**src/shared/timer_pkg.sv**
```systemverilog
// Register map, field positions and timing constants of the cascadable timer unit
package timer_pkg;
  localparam int          ADDR_W        = 8;
  localparam int          DATA_W        = 32;
  // Register byte offsets
  localparam logic [7:0]  OFF_CNT_A_EVEN = 8'h00;
  localparam logic [7:0]  OFF_CNT_A_ODD  = 8'h04;
  localparam logic [7:0]  OFF_CNT_B_EVEN = 8'h08;
  localparam logic [7:0]  OFF_CNT_B_ODD  = 8'h0C;
  localparam logic [7:0]  OFF_RLO_EVEN   = 8'h10;
  localparam logic [7:0]  OFF_RLO_ODD    = 8'h14;
  localparam logic [7:0]  OFF_RHI_EVEN   = 8'h18;
  localparam logic [7:0]  OFF_RHI_ODD    = 8'h1C;
  localparam logic [7:0]  OFF_RB_EVEN    = 8'h20;
  localparam logic [7:0]  OFF_RB_ODD     = 8'h24;
  localparam logic [7:0]  OFF_CTRL       = 8'h28;
  localparam logic [7:0]  OFF_STATUS     = 8'h2C;
  localparam logic [7:0]  OFF_MASK       = 8'h30;
  // Control field positions
  localparam int          CTL_EN_A_EVEN  = 0;
  localparam int          CTL_EN_A_ODD   = 1;
  localparam int          CTL_EN_B       = 2;
  localparam int          CTL_AI_A_EVEN  = 3;
  localparam int          CTL_AI_A_ODD   = 4;
  localparam int          CTL_CASCADE_A  = 5;
  localparam int          CTL_W          = 6;
  // Interrupt channels
  localparam int          IRQ_N          = 3;
  localparam int          IRQ_FIRST      = 0;
  localparam int          IRQ_SECOND     = 1;
  localparam int          IRQ_THIRD      = 2;
  // Reset values
  localparam logic [7:0]  CNT_RST        = 8'h00;
  localparam logic [5:0]  CTL_RST        = 6'h00;
  localparam logic [2:0]  IRQ_RST        = 3'h0;
  // One count every eighth crystal cycle
  localparam int          CRYSTAL_DIV    = 8;
  localparam int          PRESC_W        = $clog2(CRYSTAL_DIV);
  localparam logic [PRESC_W-1:0] PRESC_LAST = PRESC_W'(CRYSTAL_DIV - 1);
  localparam logic [15:0] CASC_ONE       = 16'h0001;
  localparam logic [7:0]  BYTE_ONE       = 8'h01;
endpackage : timer_pkg

```
**src/verilog/cascadable_timer_pwm.sv**
```systemverilog
// Four 8-bit down-counters, pair A independent or cascaded PWM, pair B cascaded, APB slave
// Functional notes
// Enabling write starts counting from current count, no reload.
// Enabled timers decrement once every eighth crystal clock cycle.
// Only the internal clock drives counting; no external count input.
// Independent pair A timers are 8-bit, each with its low-phase reload.
// Independent timeout raises its own interrupt; reloads only if auto-init on.
// Cascaded pair A forms the 16-bit PWM-capable timer.
// PWM reloads are odd-over-even low pair and odd-over-even high pair.
// PWM timeouts alternately reload low-phase then high-phase values.
// After enable, low reload first; first timeout raises odd interrupt.
// Low end raises even irq, loads high; high end raises odd, loads low.
// Software preloads both counts with the high-phase value before PWM.
// Enabled timer output pin toggles at each timeout.
// Processor-clock-only stop leaves timers counting and interrupting.
// Oscillator stop halts counting and interrupts.
// Without auto-init the timer stops at zero and clears its enable.
// Cascade: even byte is LSB; one interrupt at 16-bit zero.
// Software count write beats decrement; hardware enable clear beats software.
// 16-bit timers always auto-reload and run freely.
// Interrupt request is a one-cycle pulse in the reload cycle.
//
// Design decisions made here: the APB interface to the registers and the address map.
`timescale 1ns/10ps
module cascadable_timer_pwm (
  input  wire logic                          i_clock,
  input  wire logic                          i_reset,
  input  wire logic                          i_psel,
  input  wire logic                          i_penable,
  input  wire logic                          i_pwrite,
  input  wire logic [timer_pkg::ADDR_W-1:0]  i_paddr,
  input  wire logic [timer_pkg::DATA_W-1:0]  i_pwdata,
  output logic      [timer_pkg::DATA_W-1:0]  o_prdata,
  output logic                               o_pready,
  output logic                               o_pslverr,
  input  wire logic                          i_osc_stop,
  input  wire logic [timer_pkg::IRQ_N-1:0]   i_toggle_en,
  output logic      [timer_pkg::IRQ_N-1:0]   o_timer_out,
  output logic      [timer_pkg::IRQ_N-1:0]   o_irq_pulse,
  output logic                               o_interrupt
);
  import timer_pkg::*;

  logic [7:0]         cnt_reg [4];
  logic [7:0]         rlo_even_reg;
  logic [7:0]         rlo_odd_reg;
  logic [7:0]         rhi_even_reg;
  logic [7:0]         rhi_odd_reg;
  logic [7:0]         rb_even_reg;
  logic [7:0]         rb_odd_reg;
  logic [CTL_W-1:0]   ctrl_reg;
  logic [IRQ_N-1:0]   status_reg;
  logic [IRQ_N-1:0]   mask_reg;
  logic [PRESC_W-1:0] presc_reg;
  logic               pwm_low_reg;
  logic [IRQ_N-1:0]   out_reg;
  logic [DATA_W-1:0]  rdata_reg;

  logic               wr;
  logic               mapped;
  logic               tick;
  logic               casc;
  logic               en_even;
  logic               en_odd;
  logic               en_b;
  logic [15:0]        cnt_a;
  logic [15:0]        cnt_b;
  logic [15:0]        cnt_a_dec;
  logic [15:0]        cnt_b_dec;
  logic               to_even;
  logic               to_odd;
  logic               to_pwm;
  logic               to_b;
  logic [IRQ_N-1:0]   irq;
  logic [3:0]         wr_cnt;
  logic               wr_ctrl;
  logic               start_a;

  // Bus decode; slave never stalls
  assign wr      = i_psel & i_penable & i_pwrite;
  assign wr_ctrl = wr && i_paddr == OFF_CTRL;
  assign wr_cnt  = {wr && i_paddr == OFF_CNT_B_ODD, wr && i_paddr == OFF_CNT_B_EVEN,
                    wr && i_paddr == OFF_CNT_A_ODD, wr && i_paddr == OFF_CNT_A_EVEN};
  assign o_pready  = 1'b1;
  assign o_pslverr = i_psel & i_penable & ~mapped;
  assign o_prdata  = rdata_reg;

  // Legal offsets are aligned words up to the mask register
  always_comb begin
    mapped = (i_paddr[1:0] == 2'h0) && (i_paddr <= OFF_MASK);
  end

  // Divide-by-eight count enable; oscillator stop freezes everything downstream
  always_ff @(posedge i_clock) begin
    if (i_reset) begin
      presc_reg <= '0;
    end else if (!i_osc_stop) begin
      presc_reg <= presc_reg + 1'b1;
    end
  end

  // Processor-clock stop is not seen here, so timers run through it
  assign tick    = (presc_reg == PRESC_LAST) & ~i_osc_stop;
  assign casc    = ctrl_reg[CTL_CASCADE_A];
  assign en_even = ctrl_reg[CTL_EN_A_EVEN];
  assign en_odd  = ctrl_reg[CTL_EN_A_ODD];
  assign en_b    = ctrl_reg[CTL_EN_B];
  // Even byte is the low half of each cascade
  assign cnt_a     = {cnt_reg[1], cnt_reg[0]};
  assign cnt_b     = {cnt_reg[3], cnt_reg[2]};
  assign cnt_a_dec = cnt_a - CASC_ONE;
  assign cnt_b_dec = cnt_b - CASC_ONE;

  // Timeouts: the decrement that lands on zero
  assign to_even = tick & ~casc & en_even & (cnt_reg[0] == BYTE_ONE);
  assign to_odd  = tick & ~casc & en_odd & (cnt_reg[1] == BYTE_ONE);
  assign to_pwm  = tick & casc & en_even & (cnt_a == CASC_ONE);
  assign to_b    = tick & en_b & (cnt_b == CASC_ONE);

  // One pulse per timeout, coincident with the reload
  always_comb begin
    irq             = '0;
    irq[IRQ_FIRST]  = to_even | (to_pwm & pwm_low_reg);
    irq[IRQ_SECOND] = to_odd | (to_pwm & ~pwm_low_reg);
    irq[IRQ_THIRD]  = to_b;
  end
  assign o_irq_pulse = irq;

  assign start_a = wr_ctrl & i_pwdata[CTL_EN_A_EVEN] & ~en_even;

  // Control: single-shot clear overrides a same-cycle software write
  always_ff @(posedge i_clock) begin
    if (i_reset) begin
      ctrl_reg <= CTL_RST;
    end else begin
      if (wr_ctrl) begin
        ctrl_reg <= i_pwdata[CTL_W-1:0];
      end
      if (to_even && !ctrl_reg[CTL_AI_A_EVEN]) begin
        ctrl_reg[CTL_EN_A_EVEN] <= 1'b0;
      end
      if (to_odd && !ctrl_reg[CTL_AI_A_ODD]) begin
        ctrl_reg[CTL_EN_A_ODD] <= 1'b0;
      end
    end
  end

  // PWM phase: enabling pretends a high phase is running, so low loads first
  always_ff @(posedge i_clock) begin
    if (i_reset) begin
      pwm_low_reg <= 1'b0;
    end else if (start_a) begin
      pwm_low_reg <= 1'b0;
    end else if (to_pwm) begin
      pwm_low_reg <= ~pwm_low_reg;
    end
  end

  // Pair A counts; a software write always beats the writeback
  always_ff @(posedge i_clock) begin
    if (i_reset) begin
      cnt_reg[0] <= CNT_RST;
      cnt_reg[1] <= CNT_RST;
    end else begin
      if (wr_cnt[0]) begin
        cnt_reg[0] <= i_pwdata[7:0];
      end else if (to_pwm) begin
        cnt_reg[0] <= pwm_low_reg ? rhi_even_reg : rlo_even_reg;
      end else if (casc && tick && en_even) begin
        cnt_reg[0] <= cnt_a_dec[7:0];
      end else if (to_even && ctrl_reg[CTL_AI_A_EVEN]) begin
        cnt_reg[0] <= rlo_even_reg;
      end else if (!casc && tick && en_even) begin
        cnt_reg[0] <= cnt_reg[0] - BYTE_ONE;
      end
      if (wr_cnt[1]) begin
        cnt_reg[1] <= i_pwdata[7:0];
      end else if (to_pwm) begin
        cnt_reg[1] <= pwm_low_reg ? rhi_odd_reg : rlo_odd_reg;
      end else if (casc && tick && en_even) begin
        cnt_reg[1] <= cnt_a_dec[15:8];
      end else if (to_odd && ctrl_reg[CTL_AI_A_ODD]) begin
        cnt_reg[1] <= rlo_odd_reg;
      end else if (!casc && tick && en_odd) begin
        cnt_reg[1] <= cnt_reg[1] - BYTE_ONE;
      end
    end
  end

  // Pair B: always cascaded, always reloading, free running
  always_ff @(posedge i_clock) begin
    if (i_reset) begin
      cnt_reg[2] <= CNT_RST;
      cnt_reg[3] <= CNT_RST;
    end else begin
      if (wr_cnt[2]) begin
        cnt_reg[2] <= i_pwdata[7:0];
      end else if (to_b) begin
        cnt_reg[2] <= rb_even_reg;
      end else if (tick && en_b) begin
        cnt_reg[2] <= cnt_b_dec[7:0];
      end
      if (wr_cnt[3]) begin
        cnt_reg[3] <= i_pwdata[7:0];
      end else if (to_b) begin
        cnt_reg[3] <= rb_odd_reg;
      end else if (tick && en_b) begin
        cnt_reg[3] <= cnt_b_dec[15:8];
      end
    end
  end

  // Reload registers, software only
  always_ff @(posedge i_clock) begin
    if (i_reset) begin
      rlo_even_reg <= CNT_RST;
      rlo_odd_reg  <= CNT_RST;
      rhi_even_reg <= CNT_RST;
      rhi_odd_reg  <= CNT_RST;
      rb_even_reg  <= CNT_RST;
      rb_odd_reg   <= CNT_RST;
    end else if (wr) begin
      case (i_paddr)
        OFF_RLO_EVEN: rlo_even_reg <= i_pwdata[7:0];
        OFF_RLO_ODD:  rlo_odd_reg  <= i_pwdata[7:0];
        OFF_RHI_EVEN: rhi_even_reg <= i_pwdata[7:0];
        OFF_RHI_ODD:  rhi_odd_reg  <= i_pwdata[7:0];
        OFF_RB_EVEN:  rb_even_reg  <= i_pwdata[7:0];
        OFF_RB_ODD:   rb_odd_reg   <= i_pwdata[7:0];
        default: ;
      endcase
    end
  end

  // Sticky status, write one to clear; a new event wins over the clear
  always_ff @(posedge i_clock) begin
    if (i_reset) begin
      status_reg <= IRQ_RST;
      mask_reg   <= IRQ_RST;
    end else begin
      status_reg <= (status_reg & ~((wr && i_paddr == OFF_STATUS) ? i_pwdata[IRQ_N-1:0] : IRQ_RST)) | irq;
      if (wr && i_paddr == OFF_MASK) begin
        mask_reg <= i_pwdata[IRQ_N-1:0];
      end
    end
  end
  assign o_interrupt = |(status_reg & mask_reg);

  // Port toggles only where the port unit grants the timer function
  always_ff @(posedge i_clock) begin
    if (i_reset) begin
      out_reg <= IRQ_RST;
    end else begin
      out_reg <= out_reg ^ (irq & i_toggle_en);
    end
  end
  assign o_timer_out = out_reg;

  // Read data captured in the setup phase, ready for the access phase
  always_ff @(posedge i_clock) begin
    if (i_reset) begin
      rdata_reg <= '0;
    end else if (i_psel && !i_penable) begin
      case (i_paddr)
        OFF_CNT_A_EVEN: rdata_reg <= {24'h000000, cnt_reg[0]};
        OFF_CNT_A_ODD:  rdata_reg <= {24'h000000, cnt_reg[1]};
        OFF_CNT_B_EVEN: rdata_reg <= {24'h000000, cnt_reg[2]};
        OFF_CNT_B_ODD:  rdata_reg <= {24'h000000, cnt_reg[3]};
        OFF_RLO_EVEN:   rdata_reg <= {24'h000000, rlo_even_reg};
        OFF_RLO_ODD:    rdata_reg <= {24'h000000, rlo_odd_reg};
        OFF_RHI_EVEN:   rdata_reg <= {24'h000000, rhi_even_reg};
        OFF_RHI_ODD:    rdata_reg <= {24'h000000, rhi_odd_reg};
        OFF_RB_EVEN:    rdata_reg <= {24'h000000, rb_even_reg};
        OFF_RB_ODD:     rdata_reg <= {24'h000000, rb_odd_reg};
        OFF_CTRL:       rdata_reg <= {26'h0, ctrl_reg};
        OFF_STATUS:     rdata_reg <= {29'h0, status_reg};
        OFF_MASK:       rdata_reg <= {29'h0, mask_reg};
        default:        rdata_reg <= '0;
      endcase
    end
  end
endmodule : cascadable_timer_pwm
```
**config.mk**
```make
export PLATFORM = sky130hd
export DESIGN_NAME = cascadable_timer_pwm
export DESIGN_NICKNAME = d
export VERILOG_FILES = /design/src/shared/timer_pkg.sv /design/src/verilog/cascadable_timer_pwm.sv
export SDC_FILE = /design/constraint.sdc
export NUM_CORES = 1
export LEC_CHECK = 0
export BUFFER_PORTS_ARGS = -buffer_cell sky130_fd_sc_hd__buf_2
export CAP_MARGIN = 30
export CORE_AREA = 3 3 158 83
export CTS_CLUSTER_SIZE = 24
export DETAILED_ROUTE_END_ITERATION = 12
export DIE_AREA = 0 0 161 86
export HOLD_SLACK_MARGIN = 0.1
export PLACE_DENSITY = 0.79
export SYNTH_ARGS = -nofsm -noshare
export SYNTH_HDL_FRONTEND = slang
export SYNTH_SLANG_ARGS = --single-unit
```
**constraint.sdc**
```tcl
create_clock -name i_clock -period 3.7 [get_ports i_clock]
set_input_delay 0.74 -clock i_clock [delete_from_list [all_inputs] [get_ports i_clock]]
set_output_delay 0.74 -clock i_clock [all_outputs]
set_load 0.02 [all_outputs]
```
==> impl_metrics.tcl, run 1 <==
set metrics [dict create \
    grt_max_degree 38 \
    yosysSeqAreaShare 0.356 \
    startpoint_type "register" \
    timing.hold.ws_ns 0.461 \
    fin_skew_ns 0.0102 \
    die_area_um2 13800 \
    cp_max_fo 7 \
    tns_ns 0 \
    yosys.area.top_type "dfxtp_1" \
    cts.path.max_buffers 2 \
    outcome "completed" \
    synth_xor_area_frac 0.0380 \
    grt_pass1_wl_mm 35.5 \
    layout-drive-gt1-share 0.125 \
    clkSinkCount 107 \
    antenna_found_initial 0 \
    grt.overflow.total 0 \
    min_path_type "reg2reg" \
    maxSlewViolCount 0 \
    cap_violations 0 \
    hold_viol 0 \
    largest_reg_flops 32 \
    fillers 1046 \
    regArea_um2 2460 \
    p_leak_nw 2.74 \
    synthToLayoutAreaGrowth_pct 7.45 \
    htreeDepth 3 \
    timing.final.crit_period_ns 3.46 \
    vias 6718 \
    dp_slack_ns 0.703 \
    hpwl_mm 17.4 \
    layout.cells.non_filler 980 \
    cp_cell_sequence "ha_1 > nor3b_1 > nand4_1 > o31ai_1 > buf_2" \
    nets 869 \
    p_switching_w 0.000640 \
    path_class "reg2out" \
    synth-async-reset-ratio 0 \
    drtPass1Iterations 6 \
    min_to "o_prdata[1]$_SDFFE_PP0P_" \
    p_clk_frac 0.387 \
    ys_ff_latch 107 \
    cp_slowest_cell "o31ai_1" \
    end_kind "output pin" \
    synth_area_um2 6920 \
    globalplace.congestion 1.04 \
    die_x_um 161 \
    coreArea_um2 11800 \
    synth.avg_cell_area_um2 8.64 \
    place.port_buffers 40 \
    dp.cells 965 \
    setup_viol 0 \
    setup_slack_ns 0.243 \
    stdcell_area_um2 7440 \
    synth_edf_count 32 \
    maxSlewHeadroom 0.337 \
    yosys_most_used_dff "dfxtp_1" \
    cts_hold_buf 0 \
    initial_core_util 0.588 \
    synthAdderAreaFrac 0.0163 \
    cts_resized 0 \
    multi_input_area_um2 4090 \
    pwr-share-comb 0.092 \
    rr_endpoint "cnt_reg[3][1]$_DFFE_PP_" \
    die_y_um 86 \
    yosysTopAreaCellShare 0.217 \
    vdd_drop_max_v 0.000208 \
    post_cts_buffers 0 \
    drc 0 \
    arrival_ns 2.72 \
    hold_start "o_prdata[1]$_SDFFE_PP0P_" \
    cts_tree "yes" \
    ys_warn_count 0 \
    synthSimpleGateAreaFrac 0.229 \
    drt_wl_total_mm 23.3 \
    ys_top_cells_by_area "dfxtp_1 (22%), edfxtp_1 (14%), mux2i_1 (9.0%)" \
    placed_area_um2 7150 \
    numCtsBuffers 9 \
    synthMuxAreaShare 0.109 \
    grt_pass1_vias 6029 \
    vias_per_cell 6.86 \
    synth_compound_area_frac 0.182 \
    grt_usage 0.335 \
    synth_top_family_by_area "simple AND/OR/NAND/NOR gates" \
    fmax_mhz 289 \
    n_antenna_cell 0 \
    cellPowerDensity_nw_per_um2 329 \
    max_stage_delay_ns 0.74 \
    netlist_instances 801 \
    p_int_w 0.00181 \
    tightest_slew_ns 0.982 \
    clk_latency_ns 0.35 \
    yosysUniqueCellTypes 73 \
    cts-root-buf "clkbuf_16" \
    rsz0062_at_grt "no" \
    drtIter0Drc 1256 \
    reg2reg_depth 8 \
    reg2reg_from "cnt_reg[2][1]$_SDFFCE_PN0P_" \
    io_pins 90 \
    wl_per_cell_um 23.8 \
    fp-row-count 28 \
    path_clk_slew_ns 0.07 \
    whs_path_depth 2 \
    fin_crit_sh 0.934 \
    postRouteAntennaNets 0 \
    sw_frac_of_total 0.262 \
    crit_required_ns 2.96 \
    pwr-share-seq 0.521 \
    ff2ff_setup_slack_ns 0.86 \
]
## through the flow
step	util	power [W]
after detailed placement	0.607	0.00151
after global routing	0.632	0.00252
after global placement	0.607	0.00151
after CTS	0.632	0.00244
after floorplan	-	0.00145
final	0.632	0.00245
## kinds of logic after synthesis
family,count (synthesis)
fa+ha+maj,9
simple gates,295
other cells,2
mux,73
buf+inv,96
xor+xnor,30
compound gates,189
flops,107
## cells in the final DEF, fill, tap and decap left out, types with 9 or more instances in the layout
master / instances
or3_1: 12
a32oi_1: 12
a21oi_1: 42
edfxtp_1: 32
nor3_1: 36
nand2_1: 70
mux2i_1: 62
buf_2: 40
conb_1: 25
nand3_1: 36
a22oi_1: 48
clkbuf_16: 10
o21ai_0: 33
mux2_2: 10
inv_1: 14
ha_1: 9
nor2_1: 67
dfxtp_1: 75
xnor2_1: 22
buf_4: 18
## synth_stat cells, types with 4 or more instances
cell type and instances:
nor4_1 8, or4_1 6, a22oi_1 48, o22ai_1 8, mux2i_1 62, buf_4 26, o21ai_0 33, buf_2 5
o31ai_1 4, edfxtp_1 32, nor3b_1 4, inv_1 14, buf_1 5, nand3_1 36, nand4_1 5, nor4b_1 6
a21oi_1 42, nand2_1 70, a31oi_1 5, mux2_2 10, nor3_1 36, nor2_1 67, and2_1 5, a32oi_1 12
xor2_1 8, nand3b_1 4, or3_1 12, clkbuf_1 45, xnor2_1 22, ha_1 9, o211ai_1 5, dfxtp_1 75
## final cells by class
| class | instances | share of cell area |
|---|---|---|
| multi-input cells | 621 | 0.550 |
| flip-flops and latches | 107 | 0.331 |
| repair buffers | 58 | 0.0451 |
| clock buffers | 12 | 0.0360 |
| well taps | 165 | 0.0278 |
| inverters | 14 | 0.00706 |
| clock inverters | 3 | 0.00269 |
## power groups by stage
stage,clock network (W),registers (W),logic (W)
final,0.000948,0.00127,0.000225
after global routing,0.00100,0.00127,0.000240
after CTS,0.000948,0.00127,0.000218
after detailed placement,0,0.00130,0.000217
after global placement,0,0.00129,0.000214
after floorplan,0,0.00127,0.000180
## per-layer routing
metal / wire [um] / up-vias / global-route usage / share of wire
met4: 613 / 0 / 0.0937 / 0.026
met5: 0 / - / 0 / 0
met3: 3450 / 62 / 0.120 / 0.15
li1: - / 2954 / - / -
met2: 9550 / 515 / 0.484 / 0.41
met1: 9670 / 3187 / 0.472 / 0.42
## worst max-delay path by stage
stage               slack, ns                   startpoint             end  depth (start not counted)
finish                   0.24      cnt_reg[0][0]$_DFFE_PP_  o_irq_pulse[1]                          5
global route             0.18      cnt_reg[0][0]$_DFFE_PP_  o_irq_pulse[1]                          5
CTS                      0.31  cnt_reg[2][1]$_SDFFCE_PN0P_  o_irq_pulse[2]                          6
detailed placement       0.70  cnt_reg[2][1]$_SDFFCE_PN0P_  o_irq_pulse[2]                          6
global placement         0.71  cnt_reg[2][1]$_SDFFCE_PN0P_  o_irq_pulse[2]                          6
floorplan                0.87  cnt_reg[2][1]$_SDFFCE_PN0P_  o_irq_pulse[2]                          7
## worst max-delay path, delay by kind of cell, from the launching register on
family,cells,cell delay (ns)
and+or+nand+nor,2,0.51
DFF,1,0.57
adders and majority gates,1,0.24
AOI/OAI and AO/OA,1,0.74
buffers and inverters,1,0.30
Power figures use the tool's default switching activity.
==> inputs of run 2 (changes only) <==
--- a/config.mk
+++ b/config.mk
@@ -7,12 +7,12 @@
 export LEC_CHECK = 0
 export BUFFER_PORTS_ARGS = -buffer_cell sky130_fd_sc_hd__buf_2
 export CAP_MARGIN = 30
-export CORE_AREA = 3 3 158 83
+export CORE_AREA = 3 3 219 114
 export CTS_CLUSTER_SIZE = 24
 export DETAILED_ROUTE_END_ITERATION = 12
-export DIE_AREA = 0 0 161 86
+export DIE_AREA = 0 0 222 117
 export HOLD_SLACK_MARGIN = 0.1
-export PLACE_DENSITY = 0.79
+export PLACE_DENSITY = 0.46
 export SYNTH_ARGS = -nofsm -noshare
 export SYNTH_HDL_FRONTEND = slang
 export SYNTH_SLANG_ARGS = --single-unit
==> constraint.sdc (replaced) <==
create_clock -name i_clock -period 4.4 [get_ports i_clock]
set_input_delay 0.88 -clock i_clock [delete_from_list [all_inputs] [get_ports i_clock]]
set_output_delay 0.88 -clock i_clock [all_outputs]
set_load 0.02 [all_outputs]
==> run 2 against run 1 <==
Power decreased by 11%. Register-to-register slack gained 0.65 ns. Clock skew grew 0.0038 ns. Global-route usage is 14 points lower. Largest power group unchanged.
==> impl_metrics.tcl, run 2 (synthesis gave the netlist of run 1 again) <==
set metrics [dict create \
    antenna_found_initial 1 \
    hold_viol 0 \
    clk_latency_ns 0.37 \
    grt_usage 0.199 \
    numCtsBuffers 9 \
    pwr-share-seq 0.495 \
    cts_tree "yes" \
    drc 0 \
    power_w 0.00217 \
    cts-root-buf "clkbuf_16" \
    p_clk_frac 0.417 \
    p_switching_w 0.000585 \
    timing.final.crit_period_ns 3.68 \
    drtIter0Drc 743 \
    globalplace.congestion 0.969 \
    vdd_drop_max_v 0.000175 \
    p_leak_nw 2.76 \
    layout_commonest_cell "dfxtp_1" \
    place.port_buffers 40 \
    startpoint_type "register" \
    clkSinkCount 107 \
    tightest_slew_ns 0.950 \
    worst-path-buf-inv 3 \
    crit_required_ns 3.52 \
    path_clk_slew_ns 0.07 \
    post_cts_buffers 0 \
    arrival_ns 2.80 \
    outcome "completed" \
    timing.hold.ws_ns 0.455 \
    die_y_um 117 \
    cellPowerDensity_nw_per_um2 283 \
    cp_max_fo 10 \
    layout_common_cells "dfxtp_1 (75), nand2_1 (70), nor2_1 (67)" \
    path_class "reg2out" \
    dp.cells 1106 \
    cts.path.max_buffers 2 \
    layout.cells.non_filler 1123 \
    grt_pass1_vias 5890 \
    vias 6436 \
    fp-row-count 39 \
    initial_core_util 0.302 \
    fmax_mhz 272 \
    tns_ns 0 \
    maxSlewHeadroom 0.366 \
    nets 868 \
    cp_cell_sequence "inv_1 > ha_1 > or4b_1 > or4_1 > nor3_4 > buf_4 > buf_2" \
    cap_violations 0 \
    cts_resized 0 \
    drtPass1Iterations 5 \
    coreArea_um2 22900 \
    fin_crit_sh 0.837 \
    fin_skew_ns 0.0141 \
    wl_per_cell_um 23.0 \
    layout-drive-gt1-share 0.126 \
    pwr-share-comb 0.088 \
    synthToLayoutAreaGrowth_pct 10.6 \
    cp_slowest_cell "or4_1" \
    p_int_w 0.00158 \
    sw_frac_of_total 0.270 \
    rsz0062_at_grt "no" \
    max_stage_delay_ns 0.67 \
    fin_util 0.334 \
    hpwl_mm 19.3 \
    maxSlewViolCount 0 \
    grt_max_degree 42 \
    largest_reg_flops 32 \
    grt.overflow.total 0 \
    htreeDepth 3 \
    setup_viol 0 \
    vias_per_cell 5.73 \
    cts_hold_buf 0 \
    critPathTopFamily "simple AND/OR/NAND/NOR gates" \
    drt_wl_total_mm 25.8 \
    postRouteAntennaNets 0 \
    min_path_type "reg2reg" \
    grt_pass1_wl_mm 38.7 \
    end_kind "output pin" \
    die_x_um 222 \
    io_pins 90 \
    die_area_um2 26000 \
    fillers 2395 \
]
==> run 2: stage by stage <==
step	setup WS (ns)	instance area, um2
6_report	0.719	7650
2_1_floorplan	1.35	7010
5_1_grt	0.590	7650
4_1_cts	0.703	7650
3_5_place_dp	1.03	7320
3_3_place_gp	1.05	7320
==> run 2: worst paths after layout <==
| path | to | cells past startpoint | startpoint | slack, ns |
|---|---|---|---|---|
| min | o_prdata[3]$_SDFFE_PP0P_ | 2 | o_prdata[3]$_SDFFE_PP0P_ | 0.46 |
| min reg2reg | o_prdata[3]$_SDFFE_PP0P_ | 2 | o_prdata[3]$_SDFFE_PP0P_ | 0.46 |
| max | o_irq_pulse[2] | 7 | cnt_reg[2][1]$_SDFFCE_PN0P_ | 0.72 |
| max reg2reg | cnt_reg[1][6]$_DFFE_PP_ | 7 | cnt_reg[0][0]$_DFFE_PP_ | 1.51 |
==> run 2: power by group through the flow <==
stage | Clock [W] | Combinational, W | Sequential, W
finish | 0.000902 | 0.000191 | 0.00107
detailed placement | 0 | 0.000188 | 0.00109
floorplan | 0 | 0.000151 | 0.00107
global placement | 0 | 0.000187 | 0.00109
CTS | 0.000923 | 0.000189 | 0.00107
global route | 0.000964 | 0.000208 | 0.00107
==> run 2: worst reg2reg max path, cell delays in order (launching register included) <==
cell	delay, ns
edfxtp_1	0.55
inv_1	0.11
ha_1	0.18
nor3b_1	0.65
a21boi_0	0.42
or3_1	0.40
a32o_1	0.25
a32oi_1	0.16
==> run 2: layout make-up <==
type	count	area, um2	area share
diodes	1	2.50	0.000327
clock inverters	4	30.0	0.00392
inverters	14	52.6	0.00687
repair buffers	57	328	0.0428
flip-flops and latches	107	2460	0.322
clock buffers	12	300	0.0392
well taps	307	384	0.0502
multi-input cells	621	4090	0.535
==> run 2: per-layer routing <==
layer / wire length [um] / vias up / part of all wire / GRT usage
met3: 2240 / 43 / 0.087 / 0.0533
met4: 640 / 0 / 0.025 / 0.0664
met5: 0 / - / 0 / 0
met2: 10900 / 275 / 0.42 / 0.299
li1: - / 2965 / - / -
met1: 12000 / 3153 / 0.46 / 0.278
==> inputs of run 3 (changes only) <==
--- a/config.mk
+++ b/config.mk
@@ -12,7 +12,7 @@
 export DETAILED_ROUTE_END_ITERATION = 12
 export DIE_AREA = 0 0 222 117
 export HOLD_SLACK_MARGIN = 0.1
-export PLACE_DENSITY = 0.46
+export PLACE_DENSITY = 0.47
 export SYNTH_ARGS = -nofsm -noshare
 export SYNTH_HDL_FRONTEND = slang
 export SYNTH_SLANG_ARGS = --single-unit
==> constraint.sdc (replaced) <==
create_clock -name i_clock -period 3.1 [get_ports i_clock]
set_input_delay 0.62 -clock i_clock [delete_from_list [all_inputs] [get_ports i_clock]]
set_output_delay 0.62 -clock i_clock [all_outputs]
set_load 0.02 [all_outputs]
==> run 3 against run 2 <==
First-iteration DRC count fell by 8.3%. Count of clock-buffer cells in the layout fell by 3. Sequential share of layout area fell by 0.90 points. Worst setup slack got worse by 0.63 ns. Critical path depth fell by 3. Register-to-register slack got worse by 1.2 ns. Final area rose by 2.9%. Utilization rose by 0.97 points. Die area did not move. Global-route usage rose by 0.24 points. Sequential cell count did not move.
==> impl_metrics.tcl, run 3 (synthesis gave the netlist of run 1 again) <==
set metrics [dict create \
    cp_slowest_cell "or4_4" \
    largest_reg_flops 32 \
    tightest_slew_ns 0.826 \
    cp_cell_sequence "or4_4 > or4_4 > nor3_4 > buf_6" \
    die_x_um 222 \
    drt_wl_total_mm 26.2 \
    pwr-share-seq 0.508 \
    fin_crit_sh 0.972 \
    power_w 0.00299 \
    dp.cells 1134 \
    hold_viol 0 \
    grt_max_degree 33 \
    layout_commonest_cell "dfxtp_1" \
    p_leak_nw 2.89 \
    maxSlewHeadroom 0.449 \
    nets 898 \
    layout_common_cells "dfxtp_1 (75), nand2_1 (70), nor2_1 (67)" \
    htreeDepth 3 \
    fin_skew_ns 0.0121 \
    critPathTopFamily "simple AND/OR/NAND/NOR gates" \
    cts.path.max_buffers 2 \
    layout-drive-gt1-share 0.163 \
    rsz0062_at_grt "no" \
    cp_max_fo 6 \
    grt_pass1_wl_mm 39.0 \
    synthToLayoutAreaGrowth_pct 13.8 \
    grt-busiest-layer "met2" \
    timing.final.crit_period_ns 3.01 \
    cts_hold_buf 0 \
    fin_util 0.344 \
    use_met3 0.0369 \
    maxSlewViolCount 0 \
    cap_violations 0 \
    vias 6595 \
    drtPass1Iterations 5 \
    wl_per_cell_um 22.8 \
    n_antenna_cell 0 \
    drc 0 \
    clk_latency_ns 0.37 \
    vias_per_cell 5.72 \
    sw_frac_of_total 0.290 \
    io_pins 90 \
    p_clk_frac 0.395 \
    pwr-share-comb 0.098 \
    die_area_um2 26000 \
    regArea_um2 2460 \
    layout.cells.non_filler 1152 \
    cts_tree "yes" \
    min_path_type "reg2reg" \
    arrival_ns 2.39 \
    fp-row-count 39 \
    cts-root-buf "clkbuf_16" \
    cellPowerDensity_nw_per_um2 380 \
    grtUsageMet2 0.316 \
    vdd_drop_max_v 0.000235 \
    p_switching_w 0.000866 \
    fillers 2407 \
    startpoint_type "register" \
    setup_viol 0 \
    initial_core_util 0.302 \
    worst-path-buf-inv 1 \
    grt.overflow.total 0 \
    outcome "completed" \
    antenna_found_initial 1 \
    drtIter0Drc 681 \
    fmax_mhz 332 \
    grt_pass1_vias 6018 \
    crit_required_ns 2.48 \
    numCtsBuffers 9 \
    p_int_w 0.00212 \
    globalplace.congestion 0.959 \
    postRouteAntennaNets 0 \
    multi_input_area_um2 4110 \
    grt_use_met1 0.284 \
    max_stage_delay_ns 0.58 \
    path_class "reg2out" \
    hpwl_mm 20.0 \
    end_kind "output pin" \
    crit_path_frequent_cell "or4_4" \
    place.port_buffers 40 \
    path_clk_slew_ns 0.08 \
    coreArea_um2 22900 \
    grt_usage 0.201 \
    clkSinkCount 107 \
    die_y_um 117 \
    tns_ns 0 \
]
-- run 3: worst register-to-register path, stage by stage, from the launching register on --
cell      delay [ns]
dfxtp_1         0.35
ha_1            0.16
ha_1            0.31
nand4b_1        0.39
buf_4           0.31
o21bai_1        0.41
and2_1          0.39
a32oi_1         0.16
-- run 3: worst paths after layout --
path | startpoint | to | slack, ns | cells after the start
worst max-delay path | cnt_reg[3][1]$_DFFE_PP_ | o_irq_pulse[2] | 0.09 | 4
worst min-delay path | o_prdata[5]$_SDFFE_PP0P_ | o_prdata[5]$_SDFFE_PP0P_ | 0.46 | 2
worst max register to register | presc_reg[0]$_SDFFE_PP0N_ | cnt_reg[0][3]$_DFFE_PP_ | 0.35 | 7
worst min register to register | o_prdata[5]$_SDFFE_PP0P_ | o_prdata[5]$_SDFFE_PP0P_ | 0.46 | 2
-- run 3: cell type report --
class,instances,share of cell area
well taps,307,0.0488
multi-input cells,621,0.522
clock inverters,7,0.00858
clock buffers,9,0.0286
repair buffers,87,0.0726
inverters,14,0.00667
flip-flops and latches,107,0.313
-- run 3: power by group through the flow --
stage	clock network [W]	registers, W	logic, W
CTS	0.00120	0.00151	0.000287
floorplan	0	0.00152	0.000215
finish	0.00118	0.00152	0.000292
detailed placement	0	0.00155	0.000284
global route	0.00125	0.00152	0.000314
global placement	0	0.00155	0.000282
-- run 3: per-stage QoR --
stage          area [um2]  setup slack, ns  hold slack, ns
2_1_floorplan        7010            0.385           0.446
3_3_place_gp         7540            0.340           0.440
3_5_place_dp         7540            0.319           0.445
4_1_cts              7850           0.0342           0.463
5_1_grt              7880          0.00134           0.484
6_report             7880           0.0882           0.462
-- run 3: what timing repair did --
| item | 4_1_cts | 5_1_grt |
|---|---|---|
| buffers inserted | 1 | 1 |
| resized for setup | 1 | 6 |
| endpoints found under the setup margin | 1 | 3 |
| pin swaps | 0 | 2 |
-- run 3: per-layer routing --
metal	part of all wire	routed length (um)
met2	0.43	11300
met5	0.00034	9
met1	0.47	12500
met3	0.072	1890
met4	0.023	591
